==> src/hdl/usmf_defs.svh <==
// Offsets, field positions, reset values of the serial mode/frame unit.
// Assumes 16-bit byte addresses on the plain register port.
`ifndef USMF_DEFS_SVH
`define USMF_DEFS_SVH
`define USMF_MODE_ADDR  16'hff50
`define USMF_RXB_ADDR   16'hff52
`define USMF_TXB_ADDR   16'hff53
`define USMF_ERR_ADDR   16'hff54
`define USMF_TXS_ADDR   16'hff55
`define USMF_CKS_ADDR   16'hff56
`define USMF_BRG_ADDR   16'hff57
`define USMF_CTRL_ADDR  16'hff58
`define USMF_MODE_RST   8'h01
`define USMF_CTRL_RST   6'h16
`define USMF_CKS_RST    4'h0
`define USMF_BRG_RST    8'hff
`define USMF_POWER_BIT  7
`define USMF_TXE_BIT    6
`define USMF_RXE_BIT    5
`define USMF_PSH_BIT    4
`define USMF_PSL_BIT    3
`define USMF_CL_BIT     2
`define USMF_SL_BIT     1
`define USMF_DIR_BIT    1
`define USMF_INV_BIT    0
`define USMF_PE_BIT     2
`define USMF_FE_BIT     1
`define USMF_OVE_BIT    0
`endif

==> src/hdl/usmf_pkg.sv <==
// Types of the serial mode/frame unit.
// Assumes usmf_defs.svh holds all numeric constants.
`default_nettype none
package usmf_pkg;
    typedef struct packed {
        logic [15:0] addr;
        logic [7:0]  wdata;
        logic        wr;
        logic        rd;
    } usmf_req_t;
    typedef struct packed {
        logic serialOutputPin;
        logic outputOwned;
        logic inputOwned;
    } usmf_pins_t;
    typedef enum logic [1:0] {PAR_NONE, PAR_ZERO, PAR_ODD, PAR_EVEN} usmf_par_t;
    typedef enum logic [2:0] {TX_IDLE, TX_START, TX_DATA, TX_PARITY, TX_STOP} usmf_tx_t;
    typedef enum logic [2:0] {RX_IDLE, RX_START, RX_DATA, RX_PARITY, RX_STOP} usmf_rx_t;
endpackage
`default_nettype wire

==> src/hdl/usmf_top.sv <==
// Serial unit: mode register, enable sequencing, frame tx/rx, parity.
// Assumes one 125 MHz clock, sync reset, plain register port.
// Functional notes
// RULE1: all three enables zero means stop mode
// RULE2: mode register at ff50, resets 01
// RULE3: power off stops clock, resets unit
// RULE4: transmit enable off resets transmitter
// RULE5: receive enable off resets receiver
// RULE6: power off: output high, input high
// RULE7: power off clears status and buffers
// RULE8: software disables enables before power off
// RULE9: one byte frames, full duplex
// RULE10: software configures, then power, then enables
// RULE11: buffer write starts frame when enabled
// RULE12: pins owned only when power and enable
// RULE13: start, 7/8 data, parity, 1/2 stops
// RULE14: control bit 1 picks bit order
// RULE15: control bit 0 inverts output
// RULE16: even parity transmit bit
// RULE17: even parity receive check
// RULE18: odd parity transmit bit
// RULE19: odd parity receive check
// RULE20: software keeps parity zero on LIN
// RULE21: zero parity sends 0, never errors
// RULE22: receiver checks one stop bit only
// RULE23: bit timing from baud generator
//
// Our own choice: the strobed register port.
`timescale 1ns/10ps
`include "usmf_defs.svh"
`default_nettype none
module usmf_top (
    input  wire logic                  clk,
    input  wire logic                  srst,
    input  wire usmf_pkg::usmf_req_t   busReq,
    output var  logic [7:0]            busRdata,
    input  wire logic                  serialInputPin,
    output var  usmf_pkg::usmf_pins_t  pins
);
    import usmf_pkg::*;

    function automatic logic [2:0] bitIdx(input logic [2:0] n, input logic len8,
                                          input logic lsb);
        bitIdx = lsb ? n : ((len8 ? 3'h7 : 3'h6) - n);
    endfunction
    function automatic logic lastBit(input logic [2:0] n, input logic len8);
        lastBit = (n == (len8 ? 3'h7 : 3'h6));
    endfunction
    function automatic logic parityOf(input logic [7:0] d, input logic len8);
        parityOf = ^{d[7] & len8, d[6:0]};
    endfunction

    ////////////////////////////////////////////////////////////////////////
    logic [7:0] serialModeControl;
    logic [5:0] serialControlRegister;
    logic [3:0] clockSelectRegister;
    logic [7:0] baudDivisorRegister;
    logic [7:0] transmitBuffer;
    logic [7:0] receiveBuffer;
    logic [2:0] receiveErrorStatus;
    logic       txBufFull;
    logic       rxBufFull;
    logic       power;
    logic       txOn;
    logic       rxOn;
    logic       len8;
    logic       lsbFirst;
    logic       twoStop;
    usmf_par_t  parMode;
    logic       wrMode;
    logic       wrCtrl;
    logic       wrTxb;
    logic       rdRxb;
    logic       rdErr;
    logic [7:0] readMux;

    assign power    = serialModeControl[`USMF_POWER_BIT];
    assign txOn     = power & serialModeControl[`USMF_TXE_BIT];
    assign rxOn     = power & serialModeControl[`USMF_RXE_BIT];
    assign len8     = serialModeControl[`USMF_CL_BIT];
    assign twoStop  = serialModeControl[`USMF_SL_BIT];
    assign parMode  = usmf_par_t'(serialModeControl[`USMF_PSH_BIT:`USMF_PSL_BIT]);
    assign lsbFirst = serialControlRegister[`USMF_DIR_BIT];
    assign wrMode   = busReq.wr && busReq.addr == `USMF_MODE_ADDR;
    assign wrCtrl   = busReq.wr && busReq.addr == `USMF_CTRL_ADDR;
    assign wrTxb    = busReq.wr && busReq.addr == `USMF_TXB_ADDR;
    assign rdRxb    = busReq.rd && busReq.addr == `USMF_RXB_ADDR;
    assign rdErr    = busReq.rd && busReq.addr == `USMF_ERR_ADDR;

    // RULE2: mode register reset
    always_ff @(posedge clk) begin
        if (srst) begin
            serialModeControl <= `USMF_MODE_RST;
            serialControlRegister <= `USMF_CTRL_RST;
            clockSelectRegister <= `USMF_CKS_RST;
            baudDivisorRegister <= `USMF_BRG_RST;
        end else begin
            if (wrMode)
                serialModeControl <= busReq.wdata;
            if (wrCtrl)
                serialControlRegister <= busReq.wdata[5:0];
            if (busReq.wr && busReq.addr == `USMF_CKS_ADDR)
                clockSelectRegister <= busReq.wdata[3:0];
            if (busReq.wr && busReq.addr == `USMF_BRG_ADDR)
                baudDivisorRegister <= busReq.wdata;
        end
    end

    ////////////////////////////////////////////////////////////////////////
    // Baud prescaler and divisor
    logic [10:0] preCnt;
    logic        basePulse;
    logic [8:0]  bitLen;
    assign basePulse = power && preCnt == ((11'h1 << clockSelectRegister) - 11'h1);
    assign bitLen    = {baudDivisorRegister, 1'b0};

    // RULE3: clock held while unpowered
    always_ff @(posedge clk) begin
        if (srst || !power || basePulse)
            preCnt <= 11'h0;
        else
            preCnt <= preCnt + 11'h1;
    end

    ////////////////////////////////////////////////////////////////////////
    // Transmitter
    usmf_tx_t   txState;
    usmf_tx_t   next_txState;
    logic [8:0] txCnt;
    logic       txTick;
    logic [7:0] txShift;
    logic [2:0] txBitCnt;
    logic       txStopCnt;
    logic       txBit;
    logic       txParBit;

    assign txTick = basePulse && txCnt == bitLen - 9'h1;

    // RULE23: bit timing
    always_ff @(posedge clk) begin
        if (srst || !txOn || txState == TX_IDLE || txTick)
            txCnt <= 9'h0;
        else if (basePulse)
            txCnt <= txCnt + 9'h1;
    end

    // RULE13: frame sequence
    always_comb begin
        next_txState = txState;
        case (txState)
            TX_IDLE:   if (txBufFull) next_txState = TX_START;
            TX_START:  if (txTick) next_txState = TX_DATA;
            TX_DATA:   if (txTick && lastBit(txBitCnt, len8))
                           next_txState = (parMode == PAR_NONE) ? TX_STOP : TX_PARITY;
            TX_PARITY: if (txTick) next_txState = TX_STOP;
            TX_STOP:   if (txTick && (txStopCnt || !twoStop)) next_txState = TX_IDLE;
            default:   next_txState = TX_IDLE;
        endcase
    end

    // RULE4: transmit enable reset
    always_ff @(posedge clk) begin
        if (srst || !txOn)
            txState <= TX_IDLE;
        else
            txState <= next_txState;
    end

    always_ff @(posedge clk) begin
        if (txState == TX_IDLE)
            txShift <= transmitBuffer;
        if (txState != TX_DATA)
            txBitCnt <= 3'h0;
        else if (txTick)
            txBitCnt <= txBitCnt + 3'h1;
        if (txState != TX_STOP)
            txStopCnt <= 1'h0;
        else if (txTick)
            txStopCnt <= 1'h1;
    end

    // RULE11: buffer write starts frame
    always_ff @(posedge clk) begin
        if (srst || !txOn) begin
            txBufFull <= 1'h0;
        end else begin
            if (txState == TX_IDLE)
                txBufFull <= 1'h0;
            if (wrTxb)
                txBufFull <= 1'h1;
        end
        if (wrTxb && txOn)
            transmitBuffer <= busReq.wdata;
    end

    // RULE16: even parity bit
    // RULE18: odd parity bit
    // RULE21: zero parity bit
    always_comb begin
        case (parMode)
            PAR_EVEN: txParBit = parityOf(txShift, len8);
            PAR_ODD:  txParBit = ~parityOf(txShift, len8);
            default:  txParBit = 1'h0;
        endcase
    end

    // RULE14: bit order
    always_comb begin
        case (txState)
            TX_START:  txBit = 1'h0;
            TX_DATA:   txBit = txShift[bitIdx(txBitCnt, len8, lsbFirst)];
            TX_PARITY: txBit = txParBit;
            default:   txBit = 1'h1;
        endcase
    end

    // RULE1: stop mode pins
    // RULE12: pin ownership
    // RULE15: output inversion
    // RULE6: unpowered high output
    always_ff @(posedge clk) begin
        if (srst) begin
            pins <= '{serialOutputPin: 1'h1, outputOwned: 1'h0, inputOwned: 1'h0};
        end else begin
            pins.serialOutputPin <= txOn ? txBit ^ serialControlRegister[`USMF_INV_BIT]
                                         : 1'h1;
            pins.outputOwned <= txOn;
            pins.inputOwned  <= rxOn;
        end
    end

    ////////////////////////////////////////////////////////////////////////
    // Receiver
    usmf_rx_t   rxState;
    usmf_rx_t   next_rxState;
    logic       rxSync1;
    logic       rxSync2;
    logic       rxIn;
    logic       rxPrev;
    logic [8:0] rxCnt;
    logic [8:0] rxLimit;
    logic       rxTick;
    logic [7:0] rxShift;
    logic [2:0] rxBitCnt;
    logic       rxParErr;
    logic       rxDone;

    // RULE6: unpowered input reads high
    assign rxIn    = power ? rxSync2 : 1'h1;
    assign rxLimit = (rxState == RX_START) ? {1'h0, baudDivisorRegister} : bitLen;
    assign rxTick  = basePulse && rxCnt == rxLimit - 9'h1;
    assign rxDone  = rxState == RX_STOP && rxTick;

    always_ff @(posedge clk) begin
        rxSync1 <= serialInputPin;
        rxSync2 <= rxSync1;
        rxPrev  <= srst ? 1'h1 : rxIn;
    end

    // RULE23: bit timing
    always_ff @(posedge clk) begin
        if (srst || !rxOn || rxState == RX_IDLE || rxTick)
            rxCnt <= 9'h0;
        else if (basePulse)
            rxCnt <= rxCnt + 9'h1;
    end

    // RULE22: single stop sampled
    always_comb begin
        next_rxState = rxState;
        case (rxState)
            RX_IDLE:   if (rxPrev && !rxIn) next_rxState = RX_START;
            RX_START:  if (rxTick) next_rxState = rxIn ? RX_IDLE : RX_DATA;
            RX_DATA:   if (rxTick && lastBit(rxBitCnt, len8))
                           next_rxState = (parMode == PAR_NONE) ? RX_STOP : RX_PARITY;
            RX_PARITY: if (rxTick) next_rxState = RX_STOP;
            RX_STOP:   if (rxTick) next_rxState = RX_IDLE;
            default:   next_rxState = RX_IDLE;
        endcase
    end

    // RULE5: receive enable reset
    // RULE9: independent duplex engines
    always_ff @(posedge clk) begin
        if (srst || !rxOn)
            rxState <= RX_IDLE;
        else
            rxState <= next_rxState;
    end

    // RULE14: receive bit order
    // RULE17: even parity check
    // RULE19: odd parity check
    always_ff @(posedge clk) begin
        if (rxState == RX_START) begin
            rxShift  <= 8'h00;
            rxBitCnt <= 3'h0;
            rxParErr <= 1'h0;
        end else if (rxTick && rxState == RX_DATA) begin
            rxShift[bitIdx(rxBitCnt, len8, lsbFirst)] <= rxIn;
            rxBitCnt <= rxBitCnt + 3'h1;
        end else if (rxTick && rxState == RX_PARITY) begin
            rxParErr <= (parMode == PAR_EVEN && (parityOf(rxShift, len8) ^ rxIn))
                     || (parMode == PAR_ODD && !(parityOf(rxShift, len8) ^ rxIn));
        end
    end

    // RULE7: power off clears status
    always_ff @(posedge clk) begin
        if (srst || !power) begin
            receiveBuffer <= 8'h00;
            rxBufFull <= 1'h0;
            receiveErrorStatus <= 3'h0;
        end else begin
            if (rdRxb)
                rxBufFull <= 1'h0;
            if (rdErr)
                receiveErrorStatus <= 3'h0;
            if (rxDone) begin
                receiveErrorStatus[`USMF_PE_BIT] <= rxParErr;
                receiveErrorStatus[`USMF_FE_BIT] <= !rxIn;
                receiveErrorStatus[`USMF_OVE_BIT] <= rxBufFull && !rdRxb;
                if (!rxBufFull || rdRxb) begin
                    receiveBuffer <= rxShift;
                    rxBufFull <= 1'h1;
                end
            end
        end
    end

    ////////////////////////////////////////////////////////////////////////
    // Read port
    always_comb begin
        case (busReq.addr)
            `USMF_MODE_ADDR: readMux = serialModeControl;
            `USMF_CTRL_ADDR: readMux = {2'h0, serialControlRegister};
            `USMF_RXB_ADDR:  readMux = receiveBuffer;
            `USMF_ERR_ADDR:  readMux = {5'h00, receiveErrorStatus};
            `USMF_TXS_ADDR:  readMux = {6'h00, txBufFull, txState != TX_IDLE};
            `USMF_CKS_ADDR:  readMux = {4'h0, clockSelectRegister};
            `USMF_BRG_ADDR:  readMux = baudDivisorRegister;
            default:         readMux = 8'h00;
        endcase
    end

    always_ff @(posedge clk) begin
        if (srst || !busReq.rd)
            busRdata <= 8'h00;
        else
            busRdata <= readMux;
    end
endmodule
`default_nettype wire

==> config.mk <==
export PLATFORM = sky130hd
export DESIGN_NAME = usmf_top
export DESIGN_NICKNAME = d
export VERILOG_FILES = /design/src/hdl/usmf_pkg.sv /design/src/hdl/usmf_top.sv
export VERILOG_INCLUDE_DIRS = /design/src /design/src/hdl
export SDC_FILE = /design/constraint.sdc
export NUM_CORES = 1
export LEC_CHECK = 0
export BUFFER_PORTS_ARGS = -buffer_cell sky130_fd_sc_hd__buf_4
export CAP_MARGIN = 10
export CORE_ASPECT_RATIO = 0.5
export CORE_MARGIN = 2
export CORE_UTILIZATION = 58
export CTS_BUF_LIST = sky130_fd_sc_hd__clkbuf_8 sky130_fd_sc_hd__clkbuf_16
export DETAILED_ROUTE_END_ITERATION = 8
export GPL_TIMING_DRIVEN = 0
export PLACE_DENSITY = 0.77
export SLEW_MARGIN = 5
export SYNTH_ARGS = -nofsm -noshare
export SYNTH_HDL_FRONTEND = slang
export SYNTH_SLANG_ARGS = --single-unit
==> constraint.sdc <==
create_clock -name clk -period 5.3 [get_ports clk]
set_input_delay 0.265 -clock clk [delete_from_list [all_inputs] [get_ports clk]]
set_output_delay 0.265 -clock clk [all_outputs]
set_load 0.01 [all_outputs]
==> summary.txt, run 1 <==
Yosys
  – Avg Cell Area, Syn: 8.44 um^2
  – Top cells by area, synth: dfxtp_1 (31%), edfxtp_1 (7.1%), xor2_1 (4.5%)
  – Synth area leader: dfxtp_1
  – Post-synth top area share: 30.9%
  – Sequential share of the synthesized area: 38.0%
  – FFs w/ async S/R, synth: 0%
  – Mapped Nets: 840
  – Mapped Cells: 799
  – Ys flop type: dfxtp_1
  – Top-count cell post-synth: dfxtp_1
  – Number of flops mapped to enable cells by yosys: 16
  – Cell types with the highest counts after synthesis: dfxtp_1 (104), nor2_1 (81), nand2_1 (73)
  – Unique masters post-synth: 71
  – #FFs+latches synth: 120
  – Synthesis Warnings: 0
  – Synth Cell Area: 6750 um^2

Clocking
  – H-Tree Depth: 4
  – Deepest clock path buffer count: 2
  – Hold-fix buffers, CTS: 1
  – Total CTS buffers: 17
  – Setup Fix Bufs, Post-CTS: 0
  – CTS tree: built
  – Post-CTS sizing: 0
  – Clock Tree Root: clkbuf_16
  – Clock sink total: 120
  – Clock-pin slew on the worst setup and hold paths: 0.07 ns
  – Worst skew pair latency: 0.43 ns

Detailed routing
  – Remaining DRCs: 0
  – DR pass1 iterations: 8
  – Drt total wl: 18000 um
  – DRT iter0 DRCs: 590
  – Routed Antenna Nets: 0
  – Avg WL per Cell: 17.7 um
  – Vias: 6342
  – Vias/cell: 6.25

Setup path
  – Crit-path max FO: 10
  – CP arrival: 5.09 ns
  – Launch point of the worst reg-to-reg path: rxState[0]$_SDFFE_PP0P_
  – CP Capture Type: flop
  – Critical Path RT: 5.64 ns
  – Critical path startpoint: rxState[0]$_SDFFE_PP0P_
  – CP Class: reg -> reg
  – Setup slack, reg-to-reg: 0.56 ns
  – RR Endpoint: rxState[0]$_SDFFE_PP0P_
  – Startpoint types: flop
  – R2R depth: 14

Global routing
  – Gr usage total: 30.2%
  – Total grt overflow: 0
  – Met1 Use GR: 41.2%
  – GRT Max-Usage Layer: met2
  – Met3 Use GR: 7.61%
  – Vias in the first global route: 5848
  – Initial antenna violation count: 0
  – Pin count of the biggest net entering global routing: 17
  – Routing usage on met2: 46.8%
  – First-pass GRT wire length: 29400 um

Min path
  – Hold_sp: busReq[9]
  – Worst Hold Class: in -> reg
  – Hold Path Depth: 1
  – Hold EP: transmitBuffer[7]$_DFFE_PP_

STA
  – Hold WS: 0.0474 ns
  – Clock Skew: 0.0119 ns
  – RSZ-0062 raised after global routing: no
  – TNS Setup: 0 ns
  – Slew Limit Fails: 0
  – # setup viols final: 0
  – Fmax: 211 MHz
  – Worst Tran Pin Value: 1.21 ns
  – Tmin final: 4.74 ns
  – Relative slew slack: 18.8%
  – Final Cycle Share: 89.5%
  – Final Hold Violating Endpoints: 0

Final layout
  – Antenna Cells: 0
  – Fill count: 859
  – Final #Nets: 898
  – Total area of sequential cells: 2560 um^2
  – Multi-input gate area: 3900 um^2
  – Layout area overhead: 16.5%
  – Layout cells sized above 1: 10.6%

Die
  – Core Rows: 27
  – Die width: 157 um
  – Die Ht: 80.3 um
  – Area of the core: 11100 um^2
  – Die area: 12600 um^2
  – I/O pin count: 40
  – Starting density of the core: 60.5%

Pwr
  – LEAKAGE: 2.79 nW
  – VDD IR max: 0.205 mV
  – Power per cell area: 278 nW/um^2

Outcome
  – Outcome: finished clean

Run
  – Maxcap violations: 0

Place
  – RePlAce Congestion: 0.923
  – Hpwl dp: 12800 um
  – Port buffer count: 38
==> critical path, stage by stage (launching register included) <==
cell      delay [ns]
dfxtp_1         0.31
buf_2           0.16
nor3b_1         0.45
clkbuf_1        0.43
clkbuf_1        0.48
nand2_1         0.12
ha_1            0.34
xnor2_1         0.33
xnor2_1         0.17
o211ai_1        0.14
a2bb2o_1        0.36
nor4b_4         0.31
nand3_2         0.25
or4b_1          0.53
a311oi_1        0.26
==> how the worst max path moves through the flow <==
stage,to,slack (ns),cells past startpoint
2_1_floorplan,rxState[0]$_SDFFE_PP0P_,1.42,14
3_3_place_gp,rxState[0]$_SDFFE_PP0P_,0.84,15
4_1_cts,rxState[0]$_SDFFE_PP0P_,0.74,14
6_report,rxState[0]$_SDFFE_PP0P_,0.56,14
3_5_place_dp,rxState[0]$_SDFFE_PP0P_,0.80,14
5_1_grt,rxState[0]$_SDFFE_PP0P_,0.36,13
==> logic make-up (layout without fill, tap and decap cells) <==
logic type                 after synthesis  after routing  share of synthesized area [%]
DFF                                    120            120                           38.0
AOI/OAI and AO/OA                      165            165                           16.6
muxes                                   19             19                           3.21
and+or+nand+nor                        340            340                           26.8
xor gates and xnor gates                68             68                           8.83
buffers and inverters                   75            146                           4.32
adders and majority gates               12             12                           2.23
==> through the flow <==
step	worst slack, ns	instance area (um^2)	instances	power [W]	utilization (%)
floorplan	1.42	6750	799	0.000949	-
global placement	0.843	7210	982	0.000973	64.7
detailed placement	0.802	7220	982	0.000973	64.8
CTS	0.740	7860	1015	0.00219	70.5
global route	0.358	7860	1015	0.00224	70.5
finish	0.556	7860	1015	0.00218	70.5
==> per-layer routing <==
metal | wire length (um) | share of wire (%) | vias up
met5 | 0 | 0 | -
met4 | 297 | 1.7 | 0
met3 | 1810 | 10 | 32
li1 | - | - | 3031
met2 | 7940 | 44 | 293
met1 | 7940 | 44 | 2986
==> sequential cells by signal, summed over array words and instances, names as in the netlist, 3 cells and up <==
| name | flops |
|---|---|
| transmitBuffer | 8 |
| rxCnt | 9 |
| clockSelectRegister | 4 |
| rxShift | 8 |
| pins | 3 |
| txBitCnt | 3 |
| preCnt | 11 |
| serialModeControl | 8 |
| serialControlRegister | 6 |
| receiveBuffer | 8 |
| busRdata | 8 |
| receiveErrorStatus | 3 |
| txShift | 8 |
| baudDivisorRegister | 8 |
| txState | 3 |
| txCnt | 9 |
| rxBitCnt | 3 |
| rxState | 3 |
==> power breakdown <==
| group | total (W) | leakage, nW | switching, W | internal [W] |
|---|---|---|---|---|
| Sequential | 0.000921 | 0.995 | 0.000000168 | 0.000921 |
| Combinational | 0.0000342 | 1.49 | 0.0000169 | 0.0000173 |
| Clock | 0.00123 | 0.305 | 0.000471 | 0.000759 |
| Total | 0.00218 | 2.79 | 0.000488 | 0.00170 |
==> layout by cell type (no fill, tap or decap), types with 13 or more instances in the layout <==
| master | n |
|---|---|
| a21oi_1 | 45 |
| inv_1 | 19 |
| buf_4 | 38 |
| and3_1 | 13 |
| xnor2_1 | 33 |
| clkbuf_1 | 44 |
| nor3_1 | 22 |
| nand3_1 | 36 |
| xor2_1 | 35 |
| mux2i_1 | 16 |
| nand3b_1 | 14 |
| o21ai_0 | 23 |
| nand2_1 | 73 |
| edfxtp_1 | 16 |
| o211ai_1 | 14 |
| clkbuf_16 | 19 |
| nand4_1 | 16 |
| dfxtp_1 | 104 |
| nor2_1 | 81 |
==> area by class of cell <==
class	instances	share of cell area [%]
Sequential cell	120	32.6
Clock inverter	13	1.97
Buffer	56	2.80
Tap cell	145	2.31
Clock buffer	19	6.05
Timing Repair Buffer	39	3.76
Multi-Input combinational cell	604	49.6
Inverter	19	0.907
Power figures use the tool's default switching activity.
==> inputs of run 2 (changes only) <==
--- a/config.mk
+++ b/config.mk
@@ -12,6 +12,7 @@
 export CORE_MARGIN = 2
 export CORE_UTILIZATION = 58
 export CTS_BUF_LIST = sky130_fd_sc_hd__clkbuf_8 sky130_fd_sc_hd__clkbuf_16
+export CTS_CLUSTER_DIAMETER = 200
 export DETAILED_ROUTE_END_ITERATION = 8
 export GPL_TIMING_DRIVEN = 0
 export PLACE_DENSITY = 0.77
==> constraint.sdc (replaced) <==
create_clock -name clk -period 5.3 [get_ports clk]
set_input_delay 0.795 -clock clk [delete_from_list [all_inputs] [get_ports clk]]
set_output_delay 0.795 -clock clk [all_outputs]
set_load 0.01 [all_outputs]
==> run 2 against run 1 <==
Worst setup slack got worse by 0.0062 ns. Critical path depth did not move. Final cell count barely moved. First-iteration DRC count rose by 13%. Power barely moved. Flip-flop and latch count did not move. Sequential power barely moved. Clock-buffer cell count did not move. Clock skew fell by 0.0011 ns. Wire length rose by 0.88%. Cell area fell by 0.13%. Non-clock buffer count fell by 1. Critical endpoint unchanged. Largest power group unchanged.
==> summary.txt, run 2 (synthesized netlist as in run 1, its figures left out) <==
Detailed routing
  – Vias/cell: 6.29
  – Remaining DRCs: 0
  – Vias: 6373
  – Drt total wl: 18100 um
  – DR pass1 iterations: 8
  – Routed Antenna Nets: 0
  – Avg WL per Cell: 17.9 um
  – DRT iter0 DRCs: 665

STA
  – Final Cycle Share: 89.6%
  – RSZ-0062 raised after global routing: no
  – Slew Limit Fails: 0
  – # setup viols final: 0
  – Clock Skew: 0.0108 ns
  – Final Hold Violating Endpoints: 0
  – TNS Setup: 0 ns
  – Slack of the critical path: 0.550 ns
  – Worst Tran Pin Value: 1.23 ns
  – Fmax: 211 MHz
  – Tmin final: 4.75 ns
  – Relative slew slack: 17.6%

Die
  – Core Rows: 27
  – Die width: 157 um
  – Starting density of the core: 60.5%
  – I/O pin count: 40
  – Die area: 12600 um^2
  – Die Ht: 80.3 um
  – Area of the core: 11100 um^2

Place
  – Post-place setup slack: 0.802 ns
  – RePlAce Congestion: 0.923
  – Hpwl dp: 12800 um
  – Port buffer count: 38

Setup path
  – CP arrival: 5.10 ns
  – CP max stage delay: 0.53 ns
  – CP top delay family: simple AND/OR/NAND/NOR gates
  – Crit-path slowest cell: or4b_1
  – Startpoint types: flop
  – Critical-path cell list: buf_2, nor3b_1, clkbuf_1, clkbuf_1, nand2_1, ha_1, xnor2_1, xnor2_1, o211ai_1, a2bb2o_1, nor4b_4, nand3_2, or4b_1, a311oi_1
  – CP Capture Type: flop
  – CP Class: reg -> reg
  – Critical Path RT: 5.65 ns
  – CP bufs+invs: 3
  – Crit-path max FO: 10

Global routing
  – First-pass GRT wire length: 29400 um
  – Pin count of the biggest net entering global routing: 17
  – Initial antenna violation count: 0
  – Gr usage total: 30.1%
  – Total grt overflow: 0
  – Vias in the first global route: 5836

Pwr
  – LEAKAGE: 2.79 nW
  – VDD IR max: 0.209 mV
  – Power per cell area: 279 nW/um^2

Final layout
  – Most common cell after layout, fill and taps aside: dfxtp_1
  – Most flops, register: preCnt
  – Largest register FFs: 11
  – Most frequent cells in the layout: dfxtp_1 (104), nor2_1 (81), nand2_1 (73), a21oi_1 (45), clkbuf_1 (44)
  – Layout cells sized above 1: 10.6%
  – Antenna Cells: 0
  – Largest regs: preCnt x11, rxCnt x9, txCnt x9
  – Fill count: 860
  – Layout area overhead: 16.4%
  – Final #Nets: 897

Clocking
  – Post-CTS sizing: 0
  – Clock-pin slew on the worst setup and hold paths: 0.07 ns
  – CTS tree: built
  – Setup Fix Bufs, Post-CTS: 0
  – Hold-fix buffers, CTS: 0
  – Total CTS buffers: 17
  – Deepest clock path buffer count: 2
  – Worst skew pair latency: 0.43 ns
  – Clock Tree Root: clkbuf_16
  – H-Tree Depth: 4
  – Clock sink total: 120

Min path
  – Worst Hold Class: reg -> reg

Run
  – Maxcap violations: 0

Outcome
  – Outcome: finished clean
[run 2: changes by cell type in the layout (fill, tap and decap cells not counted), sizes merged]
cell / delta
dlygate4sd3: -1
[run 2: layout make-up]
type                    count  area, um^2  share of cell area (%)
flip-flops and latches    120        2560                    32.6
multi-input cells         604        3900                    49.7
clock buffers              19         475                    6.06
inverters                  19        71.3                   0.909
repair buffers             38         285                    3.63
well taps                 145         181                    2.31
plain buffers              56         220                    2.81
clock inverters            13         155                    1.98
[run 2: where the power goes]
part | total (W) | internal [W] | switching, W
clock network | 0.00123 | 0.000758 | 0.000474
registers | 0.000921 | 0.000921 | 0.000000168
logic | 0.0000336 | 0.0000168 | 0.0000168
total | 0.00219 | 0.00170 | 0.000491
[run 2: stage by stage]
stage                     power [W]  instances  util, %  hold slack [ns]  area (um^2)
after global routing        0.00224       1014     70.4            0.351         7850
final                       0.00219       1014     70.4            0.327         7850
after CTS                   0.00218       1014     70.4            0.327         7850
after floorplan            0.000949        799        -            0.310         6750
after detailed placement   0.000973        982     64.8            0.312         7220
after global placement     0.000973        982     64.7            0.327         7210
[run 2: path summary, 6_finish.rpt]
path | from | end | slack (ns) | depth (start not counted)
max reg2reg | rxState[0]$_SDFFE_PP0P_ | rxState[0]$_SDFFE_PP0P_ | 0.55 | 14
min | rxSync1$_DFF_P_ | rxSync2$_DFF_P_ | 0.33 | 0
max | rxState[0]$_SDFFE_PP0P_ | rxState[0]$_SDFFE_PP0P_ | 0.55 | 14
min reg2reg | rxSync1$_DFF_P_ | rxSync2$_DFF_P_ | 0.33 | 0
[run 2: metal layers]
layer | global-route usage, % | wire [um] | up-vias
li1 | - | - | 3039
met4 | 10.2 | 288 | 0
met5 | 0 | 0 | -
met2 | 46.7 | 7970 | 283
met1 | 41.2 | 8070 | 3016
met3 | 7.61 | 1810 | 35
